[src/shared/ssc_pkg.sv]
// standby (halt / stop) controller constants, states and carrier types
// assumes one 100 MHz system clock that also serves as the main clock count base
package ssc_pkg;
  // wait after a halt release, in cpu clocks
  localparam int unsigned WAKE_VEC_CLKS  = 8;
  localparam int unsigned WAKE_NEXT_CLKS = 2;
  // stabilization wait select field
  localparam int unsigned   SEL_W     = 3;
  localparam logic [2:0]    SEL_RESET = 3'h4;
  localparam logic [2:0]    SEL_MAX   = 3'h4;
  // exponents of the main-clock periods for codes 0 to 4
  localparam int unsigned STAB_EXP0 = 12;
  localparam int unsigned STAB_EXP1 = 14;
  localparam int unsigned STAB_EXP2 = 15;
  localparam int unsigned STAB_EXP3 = 16;
  localparam int unsigned STAB_EXP4 = 17;
  localparam int unsigned CNT_W     = 18;

  typedef enum logic [2:0] {
    SSC_RUN,
    SSC_HALT,
    SSC_STOP,
    SSC_STAB,
    SSC_WAKE
  } ssc_state_t;

  // external expansion bus pins; oe_n low while the device drives
  typedef struct packed {
    logic [7:0] muxed_address_data_lines;
    logic       ad_oe_n;
    logic [7:0] upper_address_lines;
    logic       address_strobe;
    logic       rd_n;
    logic       wr_n;
    logic       wait_out;
    logic       wait_oe_n;
  } ssc_bus_t;

  // per-source interrupt view from the interrupt controller
  typedef struct packed {
    logic pending;
    logic interrupt_mask_flag;
    logic interrupt_priority_flag;
  } ssc_irq_t;
endpackage

[src/core/ssc_standby_ctrl.sv]
// standby controller: halt and stop entry, clock gating, bus hold and wake-up timing
// assumes the core pulses the instruction strobes for one cycle and stalls while cpu_clk_en_o is low
`timescale 1ns/10ps

module ssc_standby_ctrl #(
  parameter int unsigned NUM_IRQ = 8,
  parameter logic [17:0] STAB_C1 = 18'h04000,
  parameter logic [17:0] STAB_C2 = 18'h08000,
  parameter logic [17:0] STAB_C3 = 18'h10000,
  parameter logic [17:0] STAB_C4 = 18'h20000
) (
  input  wire logic                      sys_clk_i,
  input  wire logic                      srst_i,
  input  wire logic                      halt_exec_i,
  input  wire logic                      stop_exec_i,
  input  wire logic                      on_subclk_i,
  input  wire logic                      main_osc_stopped_i,
  input  wire logic                      ext_sclk_sel_i,
  input  wire ssc_pkg::ssc_irq_t [NUM_IRQ-1:0] irq_i,
  input  wire logic                      interrupt_enable_flag_i,
  input  wire logic                      in_service_priority_flag_i,
  input  wire logic                      nmi_src_i,
  input  wire logic                      stab_sel_wr_i,
  input  wire logic [2:0]                stab_sel_data_i,
  input  wire logic                      ext_exp_i,
  input  wire ssc_pkg::ssc_bus_t         core_bus_i,
  output ssc_pkg::ssc_bus_t              bus_o,
  output logic [2:0]                     stabilization_wait_select_o,
  output logic                           cpu_clk_en_o,
  output logic                           main_osc_en_o,
  output logic                           sub_osc_en_o,
  output logic                           crystal_output_pin_pullup_o,
  output logic                           serial_clk_en_o,
  output logic                           nmi_req_o,
  output logic                           standby_o,
  output logic                           resume_o,
  output logic                           vector_o
);

  ssc_pkg::ssc_state_t state_reg;
  ssc_pkg::ssc_state_t state_next;
  logic [17:0]         cnt_reg;
  logic [17:0]         cnt_next;
  logic                vector_reg;
  logic                vector_next;
  logic [2:0]          sel_reg;
  logic [2:0]          sel_next;
  ssc_pkg::ssc_bus_t   bus_reg;
  ssc_pkg::ssc_bus_t   bus_next;
  logic                release_req;
  logic                service_req;

  // decides release and servicing from the interrupt controller flags
  function automatic logic [1:0] wake_decide(input ssc_pkg::ssc_irq_t [NUM_IRQ-1:0] irq,
                                             input logic ack_en, input logic in_svc);
    logic lo_hit;
    logic hi_hit;
    lo_hit = 1'b0;
    hi_hit = 1'b0;
    for (int i = 0; i < NUM_IRQ; i++) begin
      if (irq[i].pending && !irq[i].interrupt_mask_flag) begin
        if (irq[i].interrupt_priority_flag)
          hi_hit = 1'b1;
        else
          lo_hit = 1'b1;
      end
    end
    wake_decide = {lo_hit | hi_hit, (lo_hit & ack_en) | (hi_hit & ack_en & in_svc)};
  endfunction

  // stabilization count minus one; code 0 is short enough to be a constant
  function automatic logic [17:0] stab_load(input logic [2:0] code);
    unique case (code)
      3'h0:    stab_load = 18'((1 << ssc_pkg::STAB_EXP0) - 1);
      3'h1:    stab_load = STAB_C1 - 18'h00001;
      3'h2:    stab_load = STAB_C2 - 18'h00001;
      3'h3:    stab_load = STAB_C3 - 18'h00001;
      default: stab_load = STAB_C4 - 18'h00001;
    endcase
  endfunction

  // nmi never raised while the core runs on the subsystem clock
  assign nmi_req_o = nmi_src_i & ~on_subclk_i;

  // release and servicing outcome of the flags as they stand this cycle
  always_comb begin
    {release_req, service_req} = wake_decide(irq_i, interrupt_enable_flag_i, in_service_priority_flag_i);
  end

  // standby sequencer next state
  always_comb begin
    state_next  = state_reg;
    cnt_next    = cnt_reg;
    vector_next = vector_reg;
    unique case (state_reg)
      ssc_pkg::SSC_RUN: begin
        if (stop_exec_i && !on_subclk_i) begin
          // a pending unmasked source would wake it at once, so skip stop
          state_next = release_req ? ssc_pkg::SSC_HALT : ssc_pkg::SSC_STOP;
        end else if (halt_exec_i) begin
          state_next = ssc_pkg::SSC_HALT;
        end
      end
      ssc_pkg::SSC_HALT: begin
        if (nmi_req_o) begin
          state_next  = ssc_pkg::SSC_WAKE;
          vector_next = 1'b1;
          cnt_next    = 18'(ssc_pkg::WAKE_VEC_CLKS - 1);
        end else if (release_req) begin
          state_next  = ssc_pkg::SSC_WAKE;
          vector_next = service_req;
          cnt_next    = service_req ? 18'(ssc_pkg::WAKE_VEC_CLKS - 1)
                                    : 18'(ssc_pkg::WAKE_NEXT_CLKS - 1);
        end
      end
      ssc_pkg::SSC_STOP: begin
        if (release_req) begin
          state_next = ssc_pkg::SSC_STAB;
          cnt_next   = stab_load(sel_reg);
        end
      end
      ssc_pkg::SSC_STAB: begin
        // servicing follows the flags through the wait, so vector_o is already valid with resume_o
        cnt_next    = cnt_reg - 18'h00001;
        vector_next = service_req;
        if (cnt_reg == 18'h00000)
          state_next = ssc_pkg::SSC_RUN;
      end
      ssc_pkg::SSC_WAKE: begin
        cnt_next = cnt_reg - 18'h00001;
        if (cnt_reg == 18'h00000)
          state_next = ssc_pkg::SSC_RUN;
      end
    endcase
  end

  // reset wins over every standby state and restarts the core
  always_ff @(posedge sys_clk_i) begin
    if (srst_i) begin
      state_reg  <= ssc_pkg::SSC_RUN;
      cnt_reg    <= 18'h00000;
      vector_reg <= 1'b0;
    end else begin
      state_reg  <= state_next;
      cnt_reg    <= cnt_next;
      vector_reg <= vector_next;
    end
  end

  // stabilization select; prohibited codes are dropped so the field stays legal
  always_comb begin
    sel_next = sel_reg;
    if (stab_sel_wr_i && stab_sel_data_i <= ssc_pkg::SEL_MAX)
      sel_next = stab_sel_data_i;
  end

  // reset reloads the longest wait, the safe choice for an unknown crystal
  always_ff @(posedge sys_clk_i) begin
    if (srst_i)
      sel_reg <= ssc_pkg::SEL_RESET;
    else
      sel_reg <= sel_next;
  end

  // expansion bus: core drives it when running, standby parks it
  always_comb begin
    bus_next = core_bus_i;
    if (state_next != ssc_pkg::SSC_RUN && ext_exp_i) begin
      // ad data keeps following the core; nobody sees it while ad_oe_n is high
      bus_next.ad_oe_n             = 1'b1;
      bus_next.upper_address_lines = bus_reg.upper_address_lines;
      bus_next.address_strobe      = 1'b0;
      bus_next.rd_n                = 1'b1;
      bus_next.wr_n                = 1'b1;
      bus_next.wait_oe_n           = 1'b1;
    end
  end

  always_ff @(posedge sys_clk_i) begin
    if (srst_i)
      bus_reg <= '{8'h00, 1'b1, 8'h00, 1'b0, 1'b1, 1'b1, 1'b0, 1'b1};
    else
      bus_reg <= bus_next;
  end

  // clock and pin controls follow the registered state
  assign cpu_clk_en_o                = (state_reg == ssc_pkg::SSC_RUN);
  assign main_osc_en_o               = (state_reg != ssc_pkg::SSC_STOP);
  assign sub_osc_en_o                = 1'b1; // subsystem oscillator is never stopped
  assign crystal_output_pin_pullup_o = (state_reg == ssc_pkg::SSC_STOP);
  // serial logic has no clock of its own once both cpu and main clocks are gone
  assign serial_clk_en_o = ((state_reg == ssc_pkg::SSC_HALT && on_subclk_i && main_osc_stopped_i)
                            || state_reg == ssc_pkg::SSC_STOP) ? ext_sclk_sel_i : 1'b1;
  assign standby_o       = (state_reg != ssc_pkg::SSC_RUN);
  assign resume_o        = (state_reg == ssc_pkg::SSC_WAKE || state_reg == ssc_pkg::SSC_STAB)
                           && cnt_reg == 18'h00000;
  assign vector_o        = vector_reg;
  assign bus_o           = bus_reg;
  assign stabilization_wait_select_o = sel_reg;

  a_halt_clk_gate: assert property (@(posedge sys_clk_i) disable iff (srst_i)
    state_reg == ssc_pkg::SSC_HALT |-> !cpu_clk_en_o && main_osc_en_o && sub_osc_en_o)
    else $error("halt left cpu clock running or an oscillator stopped");

  a_halt_entry: assert property (@(posedge sys_clk_i) disable iff (srst_i)
    state_reg == ssc_pkg::SSC_RUN && halt_exec_i && !stop_exec_i |=> standby_o && !cpu_clk_en_o)
    else $error("halt instruction did not stop the cpu clock");

  a_serial_gate: assert property (@(posedge sys_clk_i) disable iff (srst_i)
    state_reg == ssc_pkg::SSC_HALT && on_subclk_i && main_osc_stopped_i && !ext_sclk_sel_i
    |-> !serial_clk_en_o)
    else $error("serial clock enabled without external clock");

  a_bus_park: assert property (@(posedge sys_clk_i) disable iff (srst_i)
    standby_o && ext_exp_i && $past(standby_o) |-> bus_o.ad_oe_n && !bus_o.address_strobe && bus_o.rd_n
    && bus_o.wr_n && bus_o.wait_oe_n && $stable(bus_o.upper_address_lines))
    else $error("expansion bus not parked during standby");

  a_wake_vec: assert property (@(posedge sys_clk_i) disable iff (srst_i)
    state_reg == ssc_pkg::SSC_HALT && (nmi_req_o || (release_req && service_req))
    |-> !resume_o [*8] ##1 resume_o && vector_o)
    else $error("vectored halt release not after 8 clocks");

  a_wake_next: assert property (@(posedge sys_clk_i) disable iff (srst_i)
    state_reg == ssc_pkg::SSC_HALT && !nmi_req_o && release_req && !service_req
    |-> ##2 resume_o && !vector_o ##1 cpu_clk_en_o)
    else $error("plain halt release not after 2 clocks");

  a_reset_run: assert property (@(posedge sys_clk_i)
    srst_i |=> cpu_clk_en_o && !standby_o && stabilization_wait_select_o == ssc_pkg::SEL_RESET)
    else $error("reset did not release standby");

  a_masked_hold: assert property (@(posedge sys_clk_i) disable iff (srst_i)
    state_reg == ssc_pkg::SSC_HALT && !release_req && !nmi_req_o |=> state_reg == ssc_pkg::SSC_HALT)
    else $error("masked request released halt");

  a_stop_subclk: assert property (@(posedge sys_clk_i) disable iff (srst_i)
    state_reg == ssc_pkg::SSC_RUN && stop_exec_i && on_subclk_i |=> !crystal_output_pin_pullup_o)
    else $error("stop entered on the subsystem clock");

  a_stop_pullup: assert property (@(posedge sys_clk_i) disable iff (srst_i)
    state_reg == ssc_pkg::SSC_STOP |-> crystal_output_pin_pullup_o && !main_osc_en_o)
    else $error("crystal pin not pulled up in stop");

  a_stop_fallback: assert property (@(posedge sys_clk_i) disable iff (srst_i)
    state_reg == ssc_pkg::SSC_RUN && stop_exec_i && !on_subclk_i && release_req
    |=> state_reg == ssc_pkg::SSC_HALT && main_osc_en_o)
    else $error("stop held despite a pending unmasked request");

  a_stab_wait: assert property (@(posedge sys_clk_i) disable iff (srst_i)
    state_reg == ssc_pkg::SSC_STOP && release_req && sel_reg == 3'h0
    |=> !resume_o [*8] ##1 state_reg == ssc_pkg::SSC_STAB)
    else $error("stop released before stabilization");

  a_nmi_subclk: assert property (@(posedge sys_clk_i) disable iff (srst_i)
    state_reg == ssc_pkg::SSC_HALT && on_subclk_i && !release_req |=> state_reg == ssc_pkg::SSC_HALT)
    else $error("nmi woke halt on the subsystem clock");

  a_nmi_gate: assert property (@(posedge sys_clk_i) disable iff (srst_i)
    on_subclk_i |-> !nmi_req_o)
    else $error("nmi raised while on the subsystem clock");

  a_stop_entry: assert property (@(posedge sys_clk_i) disable iff (srst_i)
    state_reg == ssc_pkg::SSC_RUN && stop_exec_i && !on_subclk_i && !release_req
    |=> state_reg == ssc_pkg::SSC_STOP && !cpu_clk_en_o)
    else $error("stop instruction did not enter stop");

  a_stop_hold: assert property (@(posedge sys_clk_i) disable iff (srst_i)
    state_reg == ssc_pkg::SSC_STOP && !release_req |=> state_reg == ssc_pkg::SSC_STOP)
    else $error("stop left without an unmasked request");

  a_stab_osc_run: assert property (@(posedge sys_clk_i) disable iff (srst_i)
    state_reg == ssc_pkg::SSC_STAB |-> main_osc_en_o && !crystal_output_pin_pullup_o && !cpu_clk_en_o)
    else $error("oscillator not running during the stabilization wait");

  a_sel_legal: assert property (@(posedge sys_clk_i) disable iff (srst_i)
    stabilization_wait_select_o <= ssc_pkg::SEL_MAX)
    else $error("stabilization select holds a prohibited code");

  a_resume_run: assert property (@(posedge sys_clk_i) disable iff (srst_i)
    resume_o |=> cpu_clk_en_o && !standby_o)
    else $error("core not running after resume");

  a_resume_pulse: assert property (@(posedge sys_clk_i) disable iff (srst_i)
    resume_o |=> !resume_o)
    else $error("resume lasted more than one cycle");

endmodule

[config.mk]
export PLATFORM = sky130hd
export DESIGN_NAME = ssc_standby_ctrl
export DESIGN_NICKNAME = d
export VERILOG_FILES = /design/src/shared/ssc_pkg.sv /design/src/core/ssc_standby_ctrl.sv
export SDC_FILE = /design/constraint.sdc
export NUM_CORES = 1
export LEC_CHECK = 0
export CORE_MARGIN = 10
export CORE_UTILIZATION = 40
export CTS_CLUSTER_SIZE = 24
export DETAILED_ROUTE_END_ITERATION = 10
export DONT_BUFFER_PORTS = 1
export GPL_TIMING_DRIVEN = 0
export PLACE_DENSITY = 0.54
export SETUP_SLACK_MARGIN = 0.5
export SLEW_MARGIN = 20
export SYNTH_ARGS = -nofsm -noshare
export SYNTH_HDL_FRONTEND = slang
export SYNTH_SLANG_ARGS = --single-unit
[constraint.sdc]
create_clock -name sys_clk_i -period 3.51 [get_ports sys_clk_i]
set_clock_uncertainty 0.05 [all_clocks]
set_input_delay 0 -clock sys_clk_i [delete_from_list [all_inputs] [get_ports sys_clk_i]]
set_output_delay 0 -clock sys_clk_i [all_outputs]
set_load 0.02 [all_outputs]
; After elaboration in Yosys (flattened, before gate mapping)
; Index checks and enable logic that the tools add are counted.
[op_classes]
n_addsub = 1
n_lt_le_gt_ge = 1
n_eq_ne = 10
muxes = 50
bitwise = 7
reduce_logical = 36
[ops]
columns = op, count
row1 = 17-bit one-hot mux with 4 select lines, 1
row2 = 18-bit 2-to-1 mux, 3
row3 = 18-bit one-hot mux with 3 select lines, 1
row4 = 1-bit 2-to-1 mux, 35
row5 = 3-bit 2-to-1 mux, 7
row6 = 18-bit zero test, 1
row7 = 18-bit by 1-bit subtractor with 18-bit output (second input constant), 1
row8 = 1-bit logical AND, 14
row9 = 3-bit by 2-bit == test with 1-bit output (second input constant), 4
row10 = 3-bit one-hot mux with 4 select lines, 1
row11 = 1-bit zero test, 9
row12 = 3-bit nonzero test, 3
row13 = 3-bit by 1-bit == test with 1-bit output (second input constant), 2
row14 = 3-bit zero test, 2
row15 = 1-bit AND, 4
row16 = 2-bit OR reduction, 2
row17 = 3-bit == test (second input constant), 1
row18 = 3-bit <= comparator (second input constant), 1
row19 = 3-bit by 2-bit != test with 1-bit output (second input constant), 1
row20 = 3-bit != test (second input constant), 1
row21 = 3-bit AND reduction, 1
row22 = 1-bit logical OR, 2
row23 = 2-bit 2-to-1 mux, 1
row24 = 2-bit by 1-bit != test with 1-bit output (second input constant), 1
row25 = other kinds (5), 6
[word_totals]
regBits = 47
in_bits = 61
wordCells = 117

; Logic depth before layout (Yosys ltp)
[logic_depth]
ltp_word = 24
mapped_depth = 10
mapped_depth_nobuf = 9

; Worst setup path after synthesis
; No wires, ideal clock.
[synth_timing]
path_kind = register -> register
startpoint = register cnt_reg[12]
endpoint = register bus_reg, in the netlist bus_o[13]
setup_time_ns = 0.127
arrival_time_ns = 2.431
required_ns = 3.333
path_slack_ns = 0.902
path_stages_with_launch = 9
n_path_buf = 1
cell_sequence = dfxtp_1 or4_4 or3_4 nor4_4 a21oi_1 o31ai_2 o21ai_2 buf_6 or3_1
[synth_between]
elab_chain_cells = 6
[synth_lines]
columns = element, line
row1 = from (decl), ssc_standby_ctrl.sv:42  ; logic [17:0] cnt_reg;
row2 = from (signal assigned), ssc_standby_ctrl.sv:145  ; cnt_reg <= cnt_next;
row3 = 18-bit zero test, "ssc_standby_ctrl.sv:126, ssc_standby_ctrl.sv:131"
row4 = 3-bit 2-to-1 mux, "ssc_standby_ctrl.sv:126, ssc_standby_ctrl.sv:131"
row5 = 3-bit one-hot mux with 4 select lines, ssc_standby_ctrl.sv:95  ; unique case (state_reg)
row6 = 3-bit nonzero test, ssc_standby_ctrl.sv:168  ; if (state_next != ssc_pkg::SSC_RUN && ext_exp_i) begin
row7 = 1-bit logical AND, ssc_standby_ctrl.sv:168
row8 = 2-bit OR reduction (no line), --
row9 = to (signal assigned), ssc_standby_ctrl.sv:181  ; bus_reg <= '{8'h00, 1'b1, 8'h00, 1'b0, 1'b1, 1'b1, 1'b0, 1'b1};
row10 = to (signal assigned), ssc_standby_ctrl.sv:183  ; bus_reg <= bus_next;
row11 = to (decl), ssc_standby_ctrl.sv:48  ; ssc_pkg::ssc_bus_t bus_reg;
; Every way passes these cells.
; A chain may end at the register's enable or synchronous reset.

; Worst setup path after layout
; Ends and elaborated chain as after synthesis.

==> impl_metrics.tcl <==
set metrics [dict create \
    tritoncts "built" \
    synth-seq-area-share 0.372 \
    cts_num_sinks 47 \
    grt_pass1_wl_um 12300 \
    ys_types 47 \
    place_hpwl_um 5460 \
    synth_area_um2 2530 \
    fin_nets 421 \
    hold_slack_ns 0.0350 \
    dr.pass1.iters 4 \
    grt_pass1_vias 2458 \
    ant_nets 0 \
    synth_xor_area_frac 0 \
    min_to "bus_o[2]" \
    fin_tns_setup_ns 0 \
    pre_cts_slack_ns 0.366 \
    p_leak_nw 1.13 \
    ys_warn_count 0 \
    setup_ws_ns 0.655 \
    cts_buffers 5 \
    nFillCells 610 \
    largest_reg_flops 22 \
    synth-simple-area-share 0.341 \
    coreArea_um2 6030 \
    cp-end-kind "flip-flop" \
    final_cell_mix "47 x dfxtp_1, 32 x a21oi_1, 31 x nor2_1, 31 x dlygate4sd3_1" \
    yosys_register_bits 47 \
    drtIter0Drc 160 \
    dieArea_um2 9890 \
    setup_violations 0 \
    cp-start-kind "flip-flop" \
    synthArstFlopShare 0 \
    arrival_ns 3.00 \
    drive_gt1_frac 0.0778 \
    post-cts-setup-buffers 0 \
    worst_pin_slew_ns 0.676 \
    powerDensity_nw_per_um2 601 \
    cts_root_buf "clkbuf_8" \
    avgSynthCellArea_um2 7.87 \
    fmax_mhz 350 \
    groute.usage.overall 0.148 \
    ys.flop_type "dfxtp_1" \
    rsz0062_at_grt "no" \
    outcome "completed" \
    final_common_cell "dfxtp_1" \
    power_mw 1.83 \
    vias 2372 \
    gp_congestion 0.800 \
    synth_compound_area_frac 0.195 \
    hold_depth 3 \
    synth_top_family_by_area "simple AND/OR/NAND/NOR gates" \
    synthCells 321 \
    vdd_ir_drop_max_uv 382 \
    syn_nets 383 \
    diodes 0 \
    dieHeight_um 99.5 \
    synth_edf_count 0 \
    min-delay-start "ext_exp_i" \
    cp_max_fo 10 \
    rows 28 \
    via_per_inst 5.45 \
    antenna_found_initial 0 \
    rr_worst_depth 8 \
    max_slew_margin 0.548 \
    path_class "reg -> reg" \
    finalCriticalPeriod_ns 2.86 \
    start_util 0.419 \
    post-route-period-util 0.813 \
    io_buffers 0 \
    wl_um 7460 \
    seq_area_um2 941 \
    grt_overflow 0 \
    r2r_slack_ns 0.65 \
    synth_adder_area_share 0.00495 \
    die_x_um 99.5 \
    cp.required_ns 3.66 \
    grt_max_degree 17 \
    r2r-end "bus_o[13]" \
    drv_cap 0 \
    clockBufferDepth 2 \
    insertion_delay_ns 0.30 \
    syn2layout_area_growth_pct 20.3 \
    wl_per_cell_um 17.2 \
    hp-class "in -> reg" \
    synthMuxAreaShare 0.0396 \
    multi_input_area_um2 1480 \
    remaining_drc_errors 0 \
    utilization 0.504 \
    hold_violations 0 \
    clk_pin_slew_worst_paths_ns 0.10 \
    ioPinCount 95 \
    cts.htree.levels 2 \
    drv_slew 0 \
    r2r_start "cnt_reg[12]" \
]
worst max-delay path, cell delays in order (launching register included):
cell     delay (ns)
dfxtp_1        0.38
or4_4          0.60
or3_4          0.37
nor4_4         0.30
a21oi_1        0.16
o31ai_2        0.30
o21ai_2        0.12
buf_6          0.17
or3_1          0.30
cell usage after synthesis, drive strengths merged, types with 2 or more instances:
master | instances | area [um2]
dfxtp | 47 | 941
o21ai | 34 | 174
a21oi | 32 | 160
nor2 | 31 | 116
nand2 | 24 | 90.1
nand2b | 21 | 131
nor3 | 19 | 95.1
nor2b | 15 | 93.8
clkbuf | 10 | 37.5
inv | 10 | 37.5
mux2i | 10 | 100
nor3b | 9 | 67.6
nand3b | 8 | 60.1
or3 | 6 | 42.5
a211oi | 5 | 42.5
buf | 5 | 38.8
nor4 | 5 | 52.6
or4 | 5 | 48.8
and3 | 3 | 18.8
nand4 | 3 | 18.8
a211o | 2 | 17.5
o31a | 2 | 17.5
report_power, final:
part / total (mW) / leakage, nW / internal (mW) / switching [mW]
registers: 0.718 / 0.386 / 0.608 / 0.109
logic: 0.764 / 0.700 / 0.286 / 0.478
clock network: 0.344 / 0.0408 / 0.143 / 0.201
total: 1.83 / 1.13 / 1.04 / 0.788
cell type report:
| cell class | count | area share |
|---|---|---|
| multi-input combinational | 249 | 0.488 |
| sequential | 47 | 0.310 |
| timing repair buffer | 31 | 0.102 |
| inverter | 10 | 0.0136 |
| buffer | 15 | 0.0255 |
| tap | 75 | 0.0309 |
| clock inverter | 3 | 0.00782 |
| clock buffer | 5 | 0.0226 |
how the worst max path moves through the flow:
| stage | start | end | slack (ns) | depth (start not counted) |
|---|---|---|---|---|
| after detailed placement | state_reg[1] | cnt_reg[16] | 0.37 | 8 |
| after floorplan | cnt_reg[12] | bus_o[13] | 0.90 | 8 |
| after global placement | state_reg[1] | cnt_reg[4] | 0.38 | 8 |
| after CTS | state_reg[1] | cnt_reg[16] | 0.63 | 8 |
| after global routing | cnt_reg[12] | bus_o[13] | 0.51 | 8 |
| final | cnt_reg[12] | bus_o[13] | 0.65 | 8 |
cells by family (layout without fill, tap and decap cells):
family,after synthesis,after routing
DFF,47,47
muxes,10,10
AOI/OAI and AO/OA,84,84
adders and majority gates,1,1
buffers and inverters,25,64
and+or+nand+nor,153,153
other,1,1
metrics by stage:
stage | cell area (um2) | instances
2_1_floorplan | 2530 | 321
3_3_place_gp | 2620 | 396
3_5_place_dp | 2620 | 396
4_1_cts | 3030 | 435
5_1_grt | 3040 | 435
6_report | 3040 | 435
routing by layer:
| metal | share of wire | wire length [um] | GRT usage |
|---|---|---|---|
| met1 | 0.43 | 3180 | 0.178 |
| met3 | 0.084 | 625 | 0.0526 |
| met4 | 0.0078 | 58 | 0.0309 |
| met5 | 0 | 0 | 0 |
| met2 | 0.48 | 3600 | 0.248 |
timing repair:
action | 4_1_cts | 5_1_grt
gates resized for setup | 2 | 4
hold endpoints to repair | 25 | 0
hold buffers | 31 | 0
endpoints found under the setup margin | 10 | 12
gates cloned | 0 | 0
Power figures use the tool's default switching activity.
